===== config.mk =====
export PLATFORM = sky130hd
export DESIGN_NAME = resistance_frequency_converter
export DESIGN_NICKNAME = d
export VERILOG_FILES = /design/src/rtl/resistance_frequency_converter.v /design/src/rtl/osc_edge_detect.v
export VERILOG_INCLUDE_DIRS = /design/src /design/src/rtl
export SDC_FILE = /design/constraint.sdc
export NUM_CORES = 1
export LEC_CHECK = 0
export ABC_AREA = 0
export BUFFER_PORTS_ARGS = -buffer_cell sky130_fd_sc_hd__buf_2
export CAP_MARGIN = 5
export CORE_MARGIN = 2
export CORE_UTILIZATION = 60
export CTS_BUF_LIST = sky130_fd_sc_hd__clkbuf_4 sky130_fd_sc_hd__clkbuf_8
export DETAILED_ROUTE_END_ITERATION = 7
export PLACE_DENSITY = 0.8
export SETUP_SLACK_MARGIN = 0.3
export SYNTH_ARGS = -nofsm -noshare
export SYNTH_HDL_FRONTEND = slang
export SYNTH_SLANG_ARGS = --single-unit

===== constraint.sdc =====
create_clock -name clk -period 3.5 [get_ports clk]
set_input_delay 0.175 -clock clk [delete_from_list [all_inputs] [get_ports clk]]
set_output_delay 0.175 -clock clk [all_outputs]
set_load 0.005 [all_outputs]

===== src/rtl/rfc_defines.vh =====
// register map, field positions and reset values of the resistance-to-frequency converter
`ifndef RFC_DEFINES_VH
`define RFC_DEFINES_VH

`define RFC_ADDR_W 4
`define RFC_DATA_W 16
`define RFC_CNT_W 24

// register word indices on the plain register port
`define RFC_REG_CLK 4'h0
`define RFC_REG_CTL 4'h1
`define RFC_REG_TRG 4'h2
`define RFC_REG_MCL 4'h3
`define RFC_REG_MCH 4'h4
`define RFC_REG_TCL 4'h5
`define RFC_REG_TCH 4'h6
`define RFC_REG_INTF 4'h7
`define RFC_REG_INTE 4'h8

// channel_clock_control: bit 8 debug run, 5:4 divider, 1:0 source
`define RFC_CLK_MASK 9'h133
`define RFC_CLK_RESET 9'h100

// channel_control_register fields
`define RFC_CTL_MASK 9'h1f1
`define RFC_CTL_RESET 9'h000
`define RFC_CTL_ENABLE 0
`define RFC_CTL_MODE_LO 4
`define RFC_CTL_MODE_HI 5
`define RFC_CTL_EVENT 6
`define RFC_CTL_CONT 7
`define RFC_CTL_MONDIV 8

// oscillation_mode_field encodings
`define RFC_MODE_DC 2'h0
`define RFC_MODE_AC 2'h1

// oscillation_trigger_register bits
`define RFC_TRG_REF 0
`define RFC_TRG_SENA 1
`define RFC_TRG_SENB 2

// interrupt flag / enable bit positions
`define RFC_INT_REFDONE 0
`define RFC_INT_SENADONE 1
`define RFC_INT_SENBDONE 2
`define RFC_INT_MCOVF 3
`define RFC_INT_TCOVF 4
`define RFC_INT_W 5

`endif


===== src/rtl/resistance_frequency_converter.v =====
// one channel of the resistance-to-frequency converter: counters, sequencing, flags, registers
`include "rfc_defines.vh"

module resistance_frequency_converter #(
    parameter CNT_W = `RFC_CNT_W,
    parameter ADDR_W = `RFC_ADDR_W,
    parameter DATA_W = `RFC_DATA_W
) (
    input wire clk,
    input wire reset_n,
    input wire [ADDR_W-1:0] addr,
    input wire [DATA_W-1:0] wrData,
    input wire wrStrobe,
    input wire rdStrobe,
    output reg [DATA_W-1:0] rdData_q,
    input wire oscClk,
    input wire extClkPin,
    output reg refOsc_q,
    output reg sensorAOsc_q,
    output reg sensorBOsc_q,
    output reg acMode_q,
    output reg clockMonitorPin_q,
    output reg irqReq_q
);

    localparam [CNT_W-1:0] CNT_ZERO = {CNT_W{1'b0}};
    localparam [CNT_W-1:0] CNT_ONE = {{(CNT_W-1){1'b0}}, 1'b1};
    localparam [CNT_W-1:0] CNT_ALL1 = {CNT_W{1'b1}};

    function isWrite;
        input [ADDR_W-1:0] a;
        input [ADDR_W-1:0] idx;
        input strobe;
        begin
            isWrite = strobe && (a == idx);
        end
    endfunction

    // replaces the low 16 bits of a counter; the counter keeps its upper bits
    function [CNT_W-1:0] withLow;
        input [CNT_W-1:0] cur;
        input [DATA_W-1:0] d;
        begin
            withLow = {cur[CNT_W-1:16], d[15:0]};
        end
    endfunction

    // replaces the upper part of a counter; written after the low half
    function [CNT_W-1:0] withHigh;
        input [CNT_W-1:0] cur;
        input [DATA_W-1:0] d;
        begin
            withHigh = {d[CNT_W-17:0], cur[15:0]};
        end
    endfunction

    // upper part of a counter, zero-extended to a register word
    function [DATA_W-1:0] highWord;
        input [CNT_W-1:0] cur;
        begin
            highWord = {{(DATA_W+16-CNT_W){1'b0}}, cur[CNT_W-1:16]};
        end
    endfunction

    // a counter at all ones wraps on its next count
    function isAllOnes;
        input [CNT_W-1:0] v;
        begin
            isAllOnes = (v == CNT_ALL1);
        end
    endfunction

    reg [8:0] clkCfg_q;
    reg [8:0] ctl_q;
    reg [2:0] trg_q;
    reg [2:0] trg_d;
    reg [CNT_W-1:0] mc_q;
    reg [CNT_W-1:0] mc_d;
    reg [CNT_W-1:0] tc_q;
    reg [CNT_W-1:0] tc_d;
    reg [`RFC_INT_W-1:0] flags_q;
    reg [`RFC_INT_W-1:0] flags_d;
    reg [`RFC_INT_W-1:0] inte_q;
    reg [`RFC_INT_W-1:0] inte_d;
    reg [`RFC_INT_W-1:0] flagSet;
    reg [`RFC_INT_W-1:0] flagClr;
    reg [DATA_W-1:0] rdData_d;
    reg mcWrap;
    reg tcWrap;
    reg tbEnd;

    wire srcLevel;
    wire edgePulse;
    wire halfRate;
    wire channelEnable;
    wire contMode;
    wire eventSel;
    wire monDiv;
    wire acSelected;
    wire refRun;
    wire senRun;
    wire running;

    assign channelEnable = ctl_q[`RFC_CTL_ENABLE];
    assign contMode = ctl_q[`RFC_CTL_CONT];
    assign eventSel = ctl_q[`RFC_CTL_EVENT];
    assign monDiv = ctl_q[`RFC_CTL_MONDIV];
    // reserved mode codes behave as DC
    assign acSelected = (ctl_q[`RFC_CTL_MODE_HI:`RFC_CTL_MODE_LO] == `RFC_MODE_AC);
    assign refRun = trg_q[`RFC_TRG_REF];
    assign senRun = trg_q[`RFC_TRG_SENA] | trg_q[`RFC_TRG_SENB];
    assign running = refRun | senRun;

    osc_edge_detect u_edge (
        .clk(clk),
        .reset_n(reset_n),
        .oscClk(oscClk),
        .extClkPin(extClkPin),
        .eventSelect(eventSel),
        .active(running),
        .srcLevel_q(srcLevel),
        .edgePulse_q(edgePulse),
        .halfRate_q(halfRate)
    );

    // counting, automatic stops and start/abort control
    always @* begin
        mc_d = mc_q;
        tc_d = tc_q;
        trg_d = trg_q;
        flagSet = {`RFC_INT_W{1'b0}};
        mcWrap = edgePulse && isAllOnes(mc_q);
        tcWrap = isAllOnes(tc_q);
        // checking for zero as well catches a run started with the time base already at zero
        tbEnd = (tc_q == CNT_ONE) || (tc_q == CNT_ZERO);
        if (refRun) begin
            tc_d = tc_q + CNT_ONE;
            if (edgePulse) begin
                mc_d = mc_q + CNT_ONE;
            end
            if (!contMode && (mcWrap || tcWrap)) begin
                trg_d[`RFC_TRG_REF] = 1'b0;
                flagSet[`RFC_INT_REFDONE] = mcWrap;
                flagSet[`RFC_INT_TCOVF] = tcWrap;
            end
        end else if (senRun) begin
            tc_d = tc_q - CNT_ONE;
            if (edgePulse) begin
                mc_d = mc_q + CNT_ONE;
            end
            if (!contMode && (tbEnd || mcWrap)) begin
                trg_d[`RFC_TRG_SENA] = 1'b0;
                trg_d[`RFC_TRG_SENB] = 1'b0;
                if (tbEnd) begin
                    tc_d = CNT_ZERO;
                    flagSet[`RFC_INT_SENADONE] = trg_q[`RFC_TRG_SENA];
                    flagSet[`RFC_INT_SENBDONE] = trg_q[`RFC_TRG_SENB];
                end
                flagSet[`RFC_INT_MCOVF] = mcWrap;
            end
        end
        // software counter writes win over counting in the same cycle
        if (isWrite(addr, `RFC_REG_MCL, wrStrobe)) begin
            mc_d = withLow(mc_d, wrData);
        end
        if (isWrite(addr, `RFC_REG_MCH, wrStrobe)) begin
            mc_d = withHigh(mc_d, wrData);
        end
        if (isWrite(addr, `RFC_REG_TCL, wrStrobe)) begin
            tc_d = withLow(tc_d, wrData);
        end
        if (isWrite(addr, `RFC_REG_TCH, wrStrobe)) begin
            tc_d = withHigh(tc_d, wrData);
        end
        if (isWrite(addr, `RFC_REG_TRG, wrStrobe) && channelEnable) begin
            if (!running) begin
                // only one start is honoured; reference has priority if software breaks the rule
                if (wrData[`RFC_TRG_REF]) begin
                    trg_d = 3'h1;
                    tc_d = CNT_ZERO;
                end else if (wrData[`RFC_TRG_SENA]) begin
                    trg_d = 3'h2;
                    mc_d = CNT_ZERO;
                end else if (wrData[`RFC_TRG_SENB] && !acSelected) begin
                    trg_d = 3'h4;
                    mc_d = CNT_ZERO;
                end
            end else if ((trg_q & wrData[2:0]) == 3'h0) begin
                // abort: counters keep whatever they hold after this cycle
                trg_d = 3'h0;
            end
        end
        // dropping the enable stops the operating clock, so any run ends here
        if (!channelEnable) begin
            trg_d = 3'h0;
        end
    end

    // flags: a hardware set in the same cycle as a software clear wins
    always @* begin
        flagClr = {`RFC_INT_W{1'b0}};
        if (isWrite(addr, `RFC_REG_INTF, wrStrobe)) begin
            flagClr = wrData[`RFC_INT_W-1:0];
        end
        flags_d = (flags_q & ~flagClr) | flagSet;
    end

    // enables are plain read/write bits
    always @* begin
        inte_d = inte_q;
        if (isWrite(addr, `RFC_REG_INTE, wrStrobe)) begin
            inte_d = wrData[`RFC_INT_W-1:0];
        end
    end

    // read mux; unmapped addresses and reserved bits read zero
    always @* begin
        rdData_d = {DATA_W{1'b0}};
        if (rdStrobe) begin
            case (addr)
                `RFC_REG_CLK: rdData_d = {7'h00, clkCfg_q};
                `RFC_REG_CTL: rdData_d = {7'h00, ctl_q};
                `RFC_REG_TRG: rdData_d = {13'h0000, trg_q};
                `RFC_REG_MCL: rdData_d = mc_q[15:0];
                `RFC_REG_MCH: rdData_d = highWord(mc_q);
                `RFC_REG_TCL: rdData_d = tc_q[15:0];
                `RFC_REG_TCH: rdData_d = highWord(tc_q);
                `RFC_REG_INTF: rdData_d = {11'h000, flags_q};
                `RFC_REG_INTE: rdData_d = {11'h000, inte_q};
                default: rdData_d = {DATA_W{1'b0}};
            endcase
        end
    end

    // configuration registers
    always @(posedge clk) begin
        if (!reset_n) begin
            clkCfg_q <= `RFC_CLK_RESET;
            ctl_q <= `RFC_CTL_RESET;
            inte_q <= {`RFC_INT_W{1'b0}};
        end else begin
            // clock selection may only change while the channel is disabled
            if (isWrite(addr, `RFC_REG_CLK, wrStrobe) && !channelEnable) begin
                clkCfg_q <= wrData[8:0] & `RFC_CLK_MASK;
            end
            if (isWrite(addr, `RFC_REG_CTL, wrStrobe)) begin
                ctl_q <= wrData[8:0] & `RFC_CTL_MASK;
            end
            inte_q <= inte_d;
        end
    end

    // run control and both counters
    always @(posedge clk) begin
        if (!reset_n) begin
            trg_q <= 3'h0;
            mc_q <= CNT_ZERO;
            tc_q <= CNT_ZERO;
        end else begin
            trg_q <= trg_d;
            mc_q <= mc_d;
            tc_q <= tc_d;
        end
    end

    // interrupt flags
    always @(posedge clk) begin
        if (!reset_n) begin
            flags_q <= {`RFC_INT_W{1'b0}};
        end else begin
            flags_q <= flags_d;
        end
    end

    // read data stands for one cycle only, then drops to zero
    always @(posedge clk) begin
        if (!reset_n) begin
            rdData_q <= {DATA_W{1'b0}};
        end else begin
            rdData_q <= rdData_d;
        end
    end

    // pin-side outputs, each straight from a flip-flop
    always @(posedge clk) begin
        if (!reset_n) begin
            refOsc_q <= 1'b0;
            sensorAOsc_q <= 1'b0;
            sensorBOsc_q <= 1'b0;
            acMode_q <= 1'b0;
            clockMonitorPin_q <= 1'b0;
            irqReq_q <= 1'b0;
        end else begin
            refOsc_q <= trg_d[`RFC_TRG_REF];
            sensorAOsc_q <= trg_d[`RFC_TRG_SENA];
            sensorBOsc_q <= trg_d[`RFC_TRG_SENB];
            acMode_q <= acSelected;
            // monitor stays low between runs; it lags the source by two cycles
            clockMonitorPin_q <= running & (monDiv ? halfRate : srcLevel);
            irqReq_q <= |(flags_d & inte_d);
        end
    end

endmodule


===== src/rtl/osc_edge_detect.v =====
// selects the counted clock source, finds its rising edges and divides it by two
module osc_edge_detect (
    input wire clk,
    input wire reset_n,
    input wire oscClk,
    input wire extClkPin,
    input wire eventSelect,
    input wire active,
    output reg srcLevel_q,
    output reg edgePulse_q,
    output reg halfRate_q
);

    wire srcLevel_d;

    assign srcLevel_d = eventSelect ? extClkPin : oscClk;

    always @(posedge clk) begin
        if (!reset_n) begin
            srcLevel_q <= 1'b0;
            edgePulse_q <= 1'b0;
            halfRate_q <= 1'b0;
        end else begin
            srcLevel_q <= srcLevel_d;
            edgePulse_q <= srcLevel_d & ~srcLevel_q;
            // divider restarts low with every oscillation so the monitor phase is known
            if (!active) begin
                halfRate_q <= 1'b0;
            end else if (srcLevel_d & ~srcLevel_q) begin
                halfRate_q <= ~halfRate_q;
            end
        end
    end

endmodule


-- Word level (Yosys, flattened, before mapping)
Cells that the tools add are included.
- register bits after elaboration: 97
- bits of input ports: 26
- output and inout port bits: 22
- logic and storage cells: 114
- $add $sub $neg: 3
- equal/unequal tests: 12
- muxes and demuxes: 44
- bitwise logic cells: 11
- reductions and logical operators: 27
- operators with widths (operator ; number):
    $mux 24 ; 17
    $pmux 16 s9 ; 1
    $add 24x1->24 const B ; 2
    $eq 24x24->1 const B ; 2
    $mux 16 ; 2
    $mux 3 ; 10
    $eq 24x1->1 const B ; 1
    $logic_not 24->1 ; 1
    $sub 24x1->24 const B ; 1
    $eq 4x3->1 const B ; 4
    $logic_and 1x1->1 ; 15
    $and 5x5->5 ; 2
    $mux 5 ; 2
    $eq 4x2->1 const B ; 2
    $mux 1 ; 8
    $mux 2 ; 4
    $not 5->5 ; 1
    $or 5x5->5 ; 1
    $reduce_or 5->1 ; 1
    $eq 4x1->1 const B ; 1
    $eq 4x4->1 const B ; 1
    $logic_not 4->1 ; 1
    $reduce_and 2->1 ; 2
    $and 3x3->3 ; 1
    other kinds (7) ; 14

-- Logic depth before layout (Yosys ltp)
Gate-level depths: netlist of the first run.
- depth in word-level cells: 13
- mapped depth: 9
- mapped depth without buffers: 7

-- By module
From an unflattened synthesis of the first run, not the netlist that was laid out.
- cells, all modules: 708
- area, all modules: 5567.8 um2
- by module, submodules not included (module ; instances ; cells each ; area each (um2) ; sequential area each (um2)):
    resistance_frequency_converter ; 1 ; 698 ; 5461.5 ; 1821.7
    osc_edge_detect ; 1 ; 10 ; 106.4 ; 60.1

-- Worst setup path after synthesis of the first run
Ideal clock, no wire load.
- path kind: register -> register
- from: reg tc_q[6], in the netlist isAllOnes.v[6]
- to: reg tc_q[12], in the netlist isAllOnes.v[12]
- library setup time: 119 ps
- arrival time: 1894 ps
- required time: 3381 ps
- setup slack: 1487 ps
- stages on the path, launching flop included: 7
- path buffers: 1
- clock period less this slack: 2013 ps
- cells stage by stage: dfxtp_1 buf_6 or4_4 or4_4 o31a_1 o21ai_1 a21oi_1
- cells in the longest elaborated chain, start to end: 12
- elaborated cells on any way between the ends: 16
- classes of those cells: 2 x add/sub; 1 x eq/ne; 9 x mux; 4 x reduce/logical
- RTL lines (what ; line ; RTL):
    from (decl) ; resistance_frequency_converter.v:79 ; reg [CNT_W-1:0] tc_q;
    from (signal assigned) ; resistance_frequency_converter.v:262 ; tc_q <= tc_d;
    branches (longest 6 deep; another with $sub 24x1->24) ; n/a ;
    $mux 24 (*) ; resistance_frequency_converter.v:136 ; if (refRun) begin
    $mux 16 (*) ; resistance_frequency_converter.v:169 ; if (isWrite(addr, `RFC_REG_TCL, wrStrobe)) begin
    $mux 24 (*) ; resistance_frequency_converter.v:172 ; if (isWrite(addr, `RFC_REG_TCH, wrStrobe)) begin
    $mux 24 ; resistance_frequency_converter.v:178 ; if (wrData[`RFC_TRG_REF]) begin
    $mux 24 ; resistance_frequency_converter.v:176 ; if (!running) begin
    $mux 24 (*) ; resistance_frequency_converter.v:175 ; if (isWrite(addr, `RFC_REG_TRG, wrStrobe) && channelEnable) begin
Mark *: on every way between the ends.
A chain may end at the register's enable or synchronous reset.

-- Final worst setup path of the first run
- from: reg tc_q[0], in the netlist isAllOnes.v[0]
- to: reg tc_q[22], in the netlist isAllOnes.v[22]
- cells in the longest elaborated chain, start to end: 11
- elaborated cells on any way between the ends: 15
- classes of those cells: 2 x add/sub; 1 x eq/ne; 8 x mux; 4 x reduce/logical
- RTL lines (what ; line):
    branches (longest 6 deep; another with $sub 24x1->24) ; n/a
    $mux 24 (*) ; resistance_frequency_converter.v:136
    $mux 24 (*) ; resistance_frequency_converter.v:172
    $mux 24 ; resistance_frequency_converter.v:178
    $mux 24 ; resistance_frequency_converter.v:176
    $mux 24 (*) ; resistance_frequency_converter.v:175
Marked as above.

==> summary.txt, run 1 <==
Run status
  – Status: finished, final reports clean

Worst setup path
  – Delay-heaviest family, CP: simple AND/OR/NAND/NOR gates
  – Buf+Inv Stages, Crit Path: 0
  – Flop2flop setup slack: between 1 and 1.5 ns
  – Critical path class: reg2reg
  – FF-to-FF path depth: 6
  – Critical-path top delay cell: or4_1
  – Crit. path cell count: 6
  – R2R Path End: isAllOnes.v[22]$_SDFF_PN0_
  – CP Launch Type: register
  – Crit path DAT: between 2 and 3 ns
  – Slowest Stage Delay on Critical Path: ~0.70 ns
  – Crit-path max FO: 10
  – Reg-to-reg critical path startpoint: isAllOnes.v[0]$_SDFF_PN0_
  – Crit path capture type: register
  – Crit-path cells: ha_1 > nand2_1 > or4_1 > o31a_1 > o21ai_1 > a31oi_1
  – WP data required: 3.74 ns

Clocking
  – CTS tree: built
  – Clk slew on worst S/H paths: around 0.10 ns
  – Cts repair resizes: 0
  – Root buffer cell: clkbuf_8
  – Skew-Pair Late Insertion Delay: 0.38 ns
  – CTS buffer count: 9
  – Hold Buf Count CTS: 0
  – Setup Buffers After CTS: 0
  – Clk sinks: 94
  – Clock Path Buffers: 2
  – H-Tree Depth: 3

Worst hold path
  – Min-Delay Endpoint: clkCfg_q[8]$_SDFFE_PN1P_
  – Hold Path Class: in2reg
  – Hold_sp: reset_n
  – Worst Hold Path Cells: 2

Die
  – Row count: 36
  – Die W: 103 um
  – Die H: 103 um
  – IO Count: 48
  – Core Footprint: 9640 um^2
  – Die ar.: 10600 um^2
  – Starting density of the core: 0.610

STA
  – RSZ-0062 raised after global routing: false
  – Final Hold Vio Count: 0
  – Fin Clk Skew: about 0.015 ns
  – Final period utilization: 0.690
  – Setup_tns: 0 ns
  – Fin crit period: 2.42 ns
  – Fmax: 414 MHz
  – Slew Limit Fails: 0
  – Worst Tran Pin Value: between 1 and 1.5 ns
  – PnR worst setup slack: roughly 1.1 ns
  – Final Setup Violations: 0
  – Slew margin rel.: 0.305

Global routing
  – Antenna violations before repair: 0
  – Largest net degree at the start of global routing: 33
  – Global-route wire length before repair: between 20 and 30 mm
  – Total grt overflow: 0
  – Vias in the first global route: 5509
  – Tot GR Track Use: 0.366

Finish
  – Layout Nets: just under 800
  – Layout cells sized above 1: 0.132
  – Area occupied by multi-input gates: 3670 um^2
  – Storage cell area: about 1900 um^2
  – Ant. Diodes: 0
  – FILL cells: between 800 and 900
  – Layout area overhead: 7.05%

Logic synthesis
  – Most used standard cell by instance count after synthesis: dfxtp_1
  – Ys async rst share: 0
  – Library cells used by synthesis: 70
  – Synth Cell Area: roughly 5900 um^2
  – Post-synth EDFFs: 0
  – Syn_nets: between 700 and 800
  – Synth top cells by count: dfxtp_1, nor2_1, clkbuf_1, nand2_1, o21ai_0
  – Yosys warnings: 0
  – Cell taking the most area after synthesis: dfxtp_1
  – Sequential fraction of the synthesis area: 0.320
  – Post-Syn Instances: 742
  – Synth top area share: 0.320
  – Synth Flop Type: dfxtp_1
  – Syn_area_per_cell: 7.92 um^2
  – Synth area leaders: dfxtp_1, nor2_1, o21ai_0
  – Seq cells post-synth: 94

Route
  – DRC viols: 0
  – Initial DRT Pass Iterations: 5
  – Via count: 6044
  – Vias per cell: between 6 and 7
  – Final antenna-violating net count: 0
  – Routed WL: ~19 mm
  – Iteration-0 DRC Markers: approximately 470
  – WL/cell: about 21 um

Power and ir drop
  – Lkg Pwr: roughly 2.2 nW
  – Pwr dens: between 300 and 400 nW/um^2
  – Worst vdd ir: around 250 uV

Placed design
  – Pre-CTS WS: ~1.1 ns
  – IO Port Bufs: 47
  – GP Congestion: between 0.9 and 1
  – Dpl hpwl: ~13 mm

Job
  – Max-cap violations: 0
flip-flops by register name, indices dropped and copies added, names as in the netlist:
signal	cells
acMode_q	1
clkCfg_q	5
clockMonitorPin_q	1
ctl_q	6
flags_q	5
inte_q	5
irqReq_q	1
isAllOnes.v	24
mc_q	24
rdData_q	16
sensorBOsc_q	1
trg_q	2
u_edge.edgePulse_q	1
u_edge.halfRate_q	1
u_edge.srcLevel_q	1
per-stage QoR:
stage | util | hold WS [ns] | total power [mW] | cell area (um^2) | std cells
after floorplan | - | 0.237 | 1.28 | 5880 | 742
after global placement | 0.629 | 0.444 | 1.35 | 6060 | 865
after detailed placement | 0.629 | 0.446 | 1.35 | 6060 | 865
after CTS | 0.653 | 0.0514 | 2.18 | 6290 | 881
after global routing | 0.653 | 0.0654 | 2.24 | 6290 | 881
final | 0.653 | 0.0640 | 2.18 | 6290 | 881
worst register-to-register path: stages (launching register included):
cell and delay (ns):
dfxtp_1 0.55, ha_1 0.29, nand2_1 0.13, or4_1 0.70
o31a_1 0.32, o21ai_1 0.18, a31oi_1 0.11
cells by family after synthesis:
family | count (synthesis) | synth area share
flip-flops | 94 | 0.320
buffers and inverters | 77 | 0.0556
AND/OR/NAND/NOR | 288 | 0.271
adder cells (fa/ha/maj) | 5 | 0.0106
multiplexers | 18 | 0.0341
XOR/XNOR | 42 | 0.0626
AO/OA/AOI/OAI | 218 | 0.246
metal layers:
layer	up-vias	GRT usage	wire, um
met4	0	0.189	978
met5	-	0	0
met3	73	0.0576	1880
met1	2850	0.491	7480
met2	346	0.570	8480
li1	2775	-	-
worst max-delay path by stage:
stage / start / end / slack, ns
6_report: isAllOnes.v[0]$_SDFF_PN0_ / isAllOnes.v[22]$_SDFF_PN0_ / 1.08
5_1_grt: isAllOnes.v[5]$_SDFF_PN0_ / irqReq_q$_SDFF_PN0_ / 0.93
4_1_cts: isAllOnes.v[0]$_SDFF_PN0_ / isAllOnes.v[22]$_SDFF_PN0_ / 1.11
3_5_place_dp: isAllOnes.v[0]$_SDFF_PN0_ / isAllOnes.v[22]$_SDFF_PN0_ / 1.14
3_3_place_gp: isAllOnes.v[0]$_SDFF_PN0_ / isAllOnes.v[16]$_SDFF_PN0_ / 1.21
2_1_floorplan: isAllOnes.v[6]$_SDFF_PN0_ / isAllOnes.v[12]$_SDFF_PN0_ / 1.49
layout by cell type (no fill, tap or decap), types with 6 or more instances in the layout:
master     n
dfxtp_1   94
nor2_1    74
buf_2     47
nand2_1   45
o21ai_0   44
nand3_1   39
a21oi_1   35
nor4_1    25
a211oi_1  24
nor3_1    22
xor2_1    22
a22oi_1   20
o31a_1    20
xnor2_1   20
a31oi_1   18
o21ai_1   13
inv_1     11
and3_1    11
mux2i_1   11
clkbuf_8  10
nand4_1    9
buf_4      9
nand3b_1   8
nand2b_1   6
mux2_2     6
final cells by class:
type	instances	share of cell area
Multi-Input combinational cell	571	0.583
Sequential cell	94	0.299
Timing Repair Buffer	56	0.0481
Tap cell	133	0.0265
Clock buffer	10	0.0219
Clock inverter	6	0.0147
Inverter	11	0.00656
report_power, final:
part	leakage [nW]	internal (mW)	total, mW	switching [mW]
Sequential	0.760	1.08	1.12	0.0335
Clock	0.109	0.425	0.841	0.415
Combinational	1.37	0.0724	0.219	0.147
Note: power is estimated with default switching activity, not from simulation.
==> inputs of run 2 (changes only) <==
--- a/config.mk
+++ b/config.mk
@@ -6,7 +6,7 @@
 export SDC_FILE = /design/constraint.sdc
 export NUM_CORES = 1
 export LEC_CHECK = 0
-export ABC_AREA = 0
+export ABC_AREA = 1
 export BUFFER_PORTS_ARGS = -buffer_cell sky130_fd_sc_hd__buf_2
 export CAP_MARGIN = 5
 export CORE_MARGIN = 2
==> constraint.sdc (replaced) <==
create_clock -name clk -period 2.4 [get_ports clk]
set_input_delay 0.12 -clock clk [delete_from_list [all_inputs] [get_ports clk]]
set_output_delay 0.12 -clock clk [all_outputs]
set_load 0.005 [all_outputs]
==> summary.txt, run 2 <==
Run status
  – Status: finished, final reports clean

Finish
  – Fin area: 6840 um^2 (+8.7%)
  – FILL cells: 1006 (+12%)
  – Area occupied by multi-input gates: 3720 um^2 (+1.4%)
  – Ant. Diodes: 0 (unchanged)
  – Layout area overhead: 9.61%
  – Storage cell area: 1880 um^2 (+0.13%)
  – Layout Nets: 1064 (+37%)
  – Post-route insts no fill: 1174 (+33%)
  – Layout cells sized above 1: 0.154 (+0.0218)
  – Most common cell after layout, fill and taps aside: nand2_1
  – Commonest cells after routing, fill and taps aside: nand2_1, inv_1, nor2_1
  – Final Core Density: 0.668 (+0.0158)

Worst setup path
  – Crit path DAT: 2.25 ns (-0.41 ns)
  – Crit-path cells: nor2_4 > nand2_4 > nor3_2 > nand2_1 > nand2_2 > inv_2 > o21ai_0 > a21oi_1
  – Crit-path max FO: 18 (+8)
  – Slowest Stage Delay on Critical Path: 0.40 ns (-0.30 ns)
  – Delay-heaviest family, CP: simple AND/OR/NAND/NOR gates
  – Critical-path top delay cell: dfxtp_1
  – Buf+Inv Stages, Crit Path: 1 (+1)
  – CP Launch Type: register
  – Crit path capture type: register
  – Critical path class: reg2reg
  – WP data required: 2.64 ns (-1.10 ns)

Die
  – Starting density of the core: 0.610 (about the same)
  – Die ar.: 11200 um^2 (+5.9%)
  – Core Footprint: 10200 um^2 (+6.1%)
  – Die W: 106 um (+2.9%)
  – IO Count: 48 (unchanged)
  – Die H: 106 um (+2.9%)
  – Row count: 37 (+2.8%)

Logic synthesis
  – Syn_area_per_cell: 6.33 um^2 (-20%)
  – Simple-gate share of the synthesized area: 0.387 (+0.116)
  – Synth Flop Type: dfxtp_1
  – Post-Syn Instances: 985 (+33%)
  – Synth top cells by count: nand2_1, inv_1, nor2_1, nand3_1, dfxtp_1
  – Most used standard cell by instance count after synthesis: nand2_1
  – Adder-Cell Fraction of Synth Area: 0.0100 (-0.000619)
  – Largest family of logic cells by synthesized area: simple AND/OR/NAND/NOR gates
  – Ys async rst share: 0 (unchanged)
  – Synth Cell Area: 6240 um^2 (+6.2%)
  – Cell taking the most area after synthesis: dfxtp_1
  – Sequential fraction of the synthesis area: 0.302 (-0.0186)
  – Synth Area in Compound Gates: 0.177 (-0.0684)
  – Synth top area share: 0.302 (-0.0186)
  – Syn_nets: 1016 (+31%)
  – Seq cells post-synth: 94 (unchanged)
  – Multiplexer share of the synthesized area: 0.00160 (-0.0325)
  – XOR/XNOR Fraction of Synth Area: 0.0183 (-0.0444)
  – Post-synth EDFFs: 0 (unchanged)
  – Yosys warnings: 0 (unchanged)
  – Synth area leaders: dfxtp_1, nand2_1, nand3_1
  – Library cells used by synthesis: 47 (-33%)

STA
  – Setup_tns: 0 ns (unchanged)
  – Final Hold Vio Count: 0 (unchanged)
  – Slew margin rel.: 0.492 (+0.187)
  – WHS: 0.000319 ns (-0.0637 ns)
  – RSZ-0062 raised after global routing: true
  – Worst Tran Pin Value: 0.760 ns (-0.281 ns)
  – Final period utilization: 0.836 (+0.146)
  – Final Setup Violations: 0 (unchanged)
  – Fin Clk Skew: 0.0148 ns (+0.000313 ns)
  – Slew Limit Fails: 0 (unchanged)
  – Fmax: 499 MHz (+20%)
  – Fin crit period: 2.01 ns (-0.410 ns)

Route
  – Routed WL: 21.8 mm (+16%)
  – Initial DRT Pass Iterations: 7 (+2)
  – Final antenna-violating net count: 0 (unchanged)
  – Via count: 7028 (+16%)
  – Iteration-0 DRC Markers: 847 (+81%)
  – Vias per cell: 5.99 (-13%)
  – DRC viols: 0 (unchanged)
  – WL/cell: 18.6 um (-13%)

Clocking
  – CTS buffer count: 9 (unchanged)
  – Skew-Pair Late Insertion Delay: 0.38 ns (about the same)
  – Root buffer cell: clkbuf_8
  – Clk slew on worst S/H paths: 0.11 ns (about the same)
  – CTS tree: built
  – Hold Buf Count CTS: 0 (unchanged)
  – Setup Buffers After CTS: 0 (unchanged)
  – Clk sinks: 94 (unchanged)
  – H-Tree Depth: 3 (unchanged)
  – Clock Path Buffers: 2 (unchanged)

Global routing
  – Largest net degree at the start of global routing: 26 (-21%)
  – Total grt overflow: 0 (unchanged)
  – Tot GR Track Use: 0.399 (+0.0327)
  – Global-route wire length before repair: 34.5 mm (+17%)
  – Antenna violations before repair: 0 (unchanged)
  – Vias in the first global route: 6544 (+19%)

Job
  – Max-cap violations: 0 (unchanged)

Power and ir drop
  – Lkg Pwr: 3.04 nW (+36%)
  – Pwr dens: 458 nW/um^2 (+32%)
  – Worst vdd ir: 336 uV (+32%)

Placed design
  – Cell Area, Placed: 6610 um^2 (+9.1%)
  – GP Congestion: 1.05 (+8.7%)
  – Dpl hpwl: 16.8 mm (+26%)
  – IO Port Bufs: 47 (unchanged)
  – DP Cell Count: 1158 (+34%)

Worst hold path
  – Hold Path Class: in2reg
==> run 2: power breakdown <==
group	leakage, nW	internal, mW	switching (mW)
Sequential	0.761	1.58	0.0359
Clock	0.104	0.515	0.648
Combinational	2.18	0.101	0.251
==> run 2: per-stage QoR <==
step,power [mW],setup WS (ns)
after floorplan,1.87,0.606
after global placement,1.99,0.335
after detailed placement,1.99,0.227
after CTS,3.12,0.300
after global routing,3.23,0.276
final,3.13,0.394
==> run 2: tightest hold or removal path: stages <==
cell and delay [ns]:
buf_2 0.10, o211ai_2 0.09, inv_2 0.05
==> run 2: path summary, 6_finish.rpt <==
check	startpoint	end	slack (ns)	depth (start not counted)
setup / recovery	trg_q[1]$_SDFF_PN0_	mc_q[20]$_SDFF_PN0_	0.39	8
hold / removal	wrData[15]	mc_q[15]$_SDFF_PN0_	0.0003	3
setup reg to reg	trg_q[1]$_SDFF_PN0_	mc_q[20]$_SDFF_PN0_	0.39	8
hold reg to reg	u_edge.srcLevel_q$_SDFF_PN0_	clockMonitorPin_q$_SDFF_PN0_	0.48	2
==> run 2: layout make-up <==
cell class / count / area share
multi-input cells: 733 / 0.544
flip-flops and latches: 94 / 0.276
inverters: 133 / 0.0741
repair buffers: 62 / 0.0509
well taps: 136 / 0.0249
clock buffers: 10 / 0.0192
clock inverters: 6 / 0.0113
==> run 2: repair_timing <==
action                                  in CTS  in global routing
endpoints found under the setup margin      18                 22
pin swaps                                    0                  1
gates resized for setup                      1                  8
==> run 2: routing by layer <==
| layer | global-route usage | share of wire | vias to the layer above |
|---|---|---|---|
| met5 | 0 | 0 | - |
| met4 | 0.221 | 0.056 | 0 |
| met3 | 0.0748 | 0.11 | 88 |
| met2 | 0.615 | 0.43 | 440 |
| met1 | 0.527 | 0.41 | 3146 |
| li1 | - | - | 3354 |
==> run 2: logic make-up after synthesis <==
family | count (synthesis)
AO/OA/AOI/OAI | 194
XOR/XNOR | 13
adder cells (fa/ha/maj) | 5
buffers and inverters | 158
flip-flops | 94
multiplexers | 1
AND/OR/NAND/NOR | 520
==> inputs of run 3 (changes only) <==
==> constraint.sdc (replaced) <==
create_clock -name clk -period 2 [get_ports clk]
set_input_delay 0.1 -clock clk [delete_from_list [all_inputs] [get_ports clk]]
set_output_delay 0.1 -clock clk [all_outputs]
set_load 0.005 [all_outputs]
==> summary.txt, run 3 (synthesis results as in run 2) <==
Run status
  – Status: finished, final reports clean

Worst setup path
  – Reg-to-reg critical path startpoint: isAllOnes.v[0]$_SDFF_PN0_
  – Flop2flop setup slack: 0.27 ns (-0.12 ns)
  – Crit path DAT: 2.05 ns (-0.20 ns)
  – Crit-path most repeated cell: nand3_4
  – FF-to-FF path depth: 11 (+3)
  – Delay-heaviest family, CP: simple AND/OR/NAND/NOR gates
  – Crit. path cell count: 11 (+3)
  – Critical-path top delay cell: dfxtp_4
  – Crit-path cells: inv_8 > ha_4 > or2_4 > nand3_4 > nor2_4 > nand3_4 > nand2_8 > buf_12 > clkinv_8 > nand2_1 > a21oi_1
  – R2R Path End: isAllOnes.v[5]$_SDFF_PN0_
  – WP data required: 2.32 ns (-0.32 ns)
  – CP Launch Type: register
  – Buf+Inv Stages, Crit Path: 3 (+2)
  – Crit path capture type: register
  – Slowest Stage Delay on Critical Path: 0.43 ns (+0.03 ns)
  – Crit-path max FO: 6 (-12)
  – Worst setup path end: isAllOnes.v[5]$_SDFF_PN0_
  – Worst Setup SP: isAllOnes.v[0]$_SDFF_PN0_
  – Critical path class: reg2reg

Clocking
  – Clock Path Buffers: 2 (unchanged)
  – Clk sinks: 94 (unchanged)
  – Skew-Pair Late Insertion Delay: 0.40 ns (+0.02 ns)
  – CTS tree: built
  – Clk slew on worst S/H paths: 0.10 ns (about the same)
  – Root buffer cell: clkbuf_8
  – CTS buffer count: 9 (unchanged)
  – H-Tree Depth: 3 (unchanged)

STA
  – Final period utilization: 0.865 (+0.0291)
  – Worst Tran Pin Value: 0.525 ns (-0.234 ns)
  – Fin crit period: 1.73 ns (-0.276 ns)
  – Slew Limit Fails: 0 (unchanged)
  – Setup_tns: 0 ns (unchanged)
  – PnR worst setup slack: 0.270 ns (-0.124 ns)
  – Fin Clk Skew: 0.0188 ns (+0.00401 ns)
  – Fmax: 578 MHz (+16%)
  – Final Setup Violations: 0 (unchanged)
  – RSZ-0062 raised after global routing: true
  – Slew margin rel.: 0.650 (+0.158)
  – Final Hold Vio Count: 0 (unchanged)
  – WHS: 0.0515 ns (+0.0512 ns)

Global routing
  – Tot GR Track Use: 0.413 (+0.0137)
  – Vias in the first global route: 6630 (+1.3%)
  – Antenna violations before repair: 0 (unchanged)
  – Largest net degree at the start of global routing: 26 (unchanged)
  – Global-route wire length before repair: 35.5 mm (+2.9%)
  – Total grt overflow: 0 (unchanged)

Power and ir drop
  – Pwr dens: 469 nW/um^2 (+2.2%)
  – Lkg Pwr: 3.50 nW (+15%)
  – Worst vdd ir: 583 uV (+73%)

Worst hold path
  – Hold Path Class: in2reg

Job
  – Max-cap violations: 0 (unchanged)

Placed design
  – Cell Area, Placed: 6840 um^2 (+3.5%)
  – Pre-CTS WS: 0.0900 ns (-0.137 ns)
  – IO Port Bufs: 47 (unchanged)
  – Dpl hpwl: 17.1 mm (+2.2%)
  – DP Cell Count: 1188 (+2.6%)
  – GP Congestion: 1.09 (+3.9%)

Route
  – Iteration-0 DRC Markers: 940 (+11%)
  – Initial DRT Pass Iterations: 8 (+1)
  – Via count: 7428 (+5.7%)
  – WL/cell: 19.1 um (+3.0%)
  – DRC viols: 0 (unchanged)
  – Vias per cell: 5.98 (about the same)
  – Final antenna-violating net count: 0 (unchanged)
  – Routed WL: 23.8 mm (+8.9%)

Finish
  – Layout area overhead: 26.7%
  – Ant. Diodes: 0 (unchanged)
  – Layout Nets: 1133 (+6.5%)
  – Post-route insts no fill: 1242 (+5.8%)
  – Most common cell after layout, fill and taps aside: nand2_1
  – Layout cells sized above 1: 0.293 (+0.139)
  – Fin area: 7900 um^2 (+16%)
  – Commonest cells after routing, fill and taps aside: nand2_1, inv_1, nand3_1

Die
  – Core Footprint: 10200 um^2 (unchanged)
  – Die H: 106 um (unchanged)
  – IO Count: 48 (unchanged)
  – Die ar.: 11200 um^2 (unchanged)
  – Die W: 106 um (unchanged)
  – Starting density of the core: 0.610 (unchanged)
  – Row count: 37 (unchanged)
[run 3: cell count changes in the layout (fill, tap and decap cells not counted), sizes merged]
| cell | change |
|---|---|
| clkinv | +2 |
| bufinv | -1 |
| buf | +57 |
| dlygate4sd3 | +9 |
| inv | +1 |
[run 3: worst reg2reg max path, delay by kind of cell, from the launching register on]
kind | cells | cell delay, ns
and+or+nand+nor | 6 | 0.67
DFF | 1 | 0.43
buffers and inverters | 3 | 0.28
adders and majority gates | 1 | 0.14
AOI/OAI and AO/OA | 1 | 0.13
[run 3: report_power, final]
group,switching [mW],internal [mW],leakage [nW]
registers,0.0410,1.89,0.777
clock network,0.767,0.480,0.0929
logic,0.347,0.178,2.63
[run 3: worst min-delay path by stage]
stage	start	end	slack, ns	cells after the start
5_1_grt	wrData[1]	trg_q[1]$_SDFF_PN0_	0.06	3
2_1_floorplan	wrData[8]	clkCfg_q[8]$_SDFFE_PN1P_	0.21	2
6_report	wrStrobe	ctl_q[6]$_SDFFE_PN0P_	0.05	3
4_1_cts	wrStrobe	ctl_q[6]$_SDFFE_PN0P_	0.03	3
3_3_place_gp	oscClk	u_edge.srcLevel_q$_SDFF_PN0_	0.35	3
3_5_place_dp	oscClk	u_edge.srcLevel_q$_SDFF_PN0_	0.38	3
[run 3: repair_timing]
item | 4_1_cts | 5_1_grt
hold buffers | 9 | 0
pin swaps | 9 | 36
resized for setup | 44 | 127
endpoints found under the hold margin | 8 | 0
setup endpoints to repair | 37 | 41
gates cloned | 2 | 1
setup buffers | 7 | 20
[run 3: cell type report]
cell class                      instances  area (um^2)
Multi-Input combinational cell        733         4150
Fill cell                             860         2330
Sequential cell                        94         1950
Timing Repair Buffer                  128          895
Inverter                              133          528
Tap cell                              136          170
Clock buffer                           10          131
Timing Repair inverter                  3         43.8
Clock inverter                          5         42.5
[run 3: per-stage QoR]
stage / total power, mW / utilization
after floorplan: 2.24 / -
after global placement: 2.41 / 0.668
after detailed placement: 2.41 / 0.668
after CTS: 3.64 / 0.714
after global routing: 3.81 / 0.772
final: 3.70 / 0.772
[run 3: per-layer routing]
metal / up-vias / GRT usage / share of wire
li1: 3498 / - / -
met2: 503 / 0.634 / 0.44
met5: - / 0 / 0
met3: 94 / 0.0901 / 0.11
met4: 0 / 0.207 / 0.054
met1: 3333 / 0.548 / 0.40
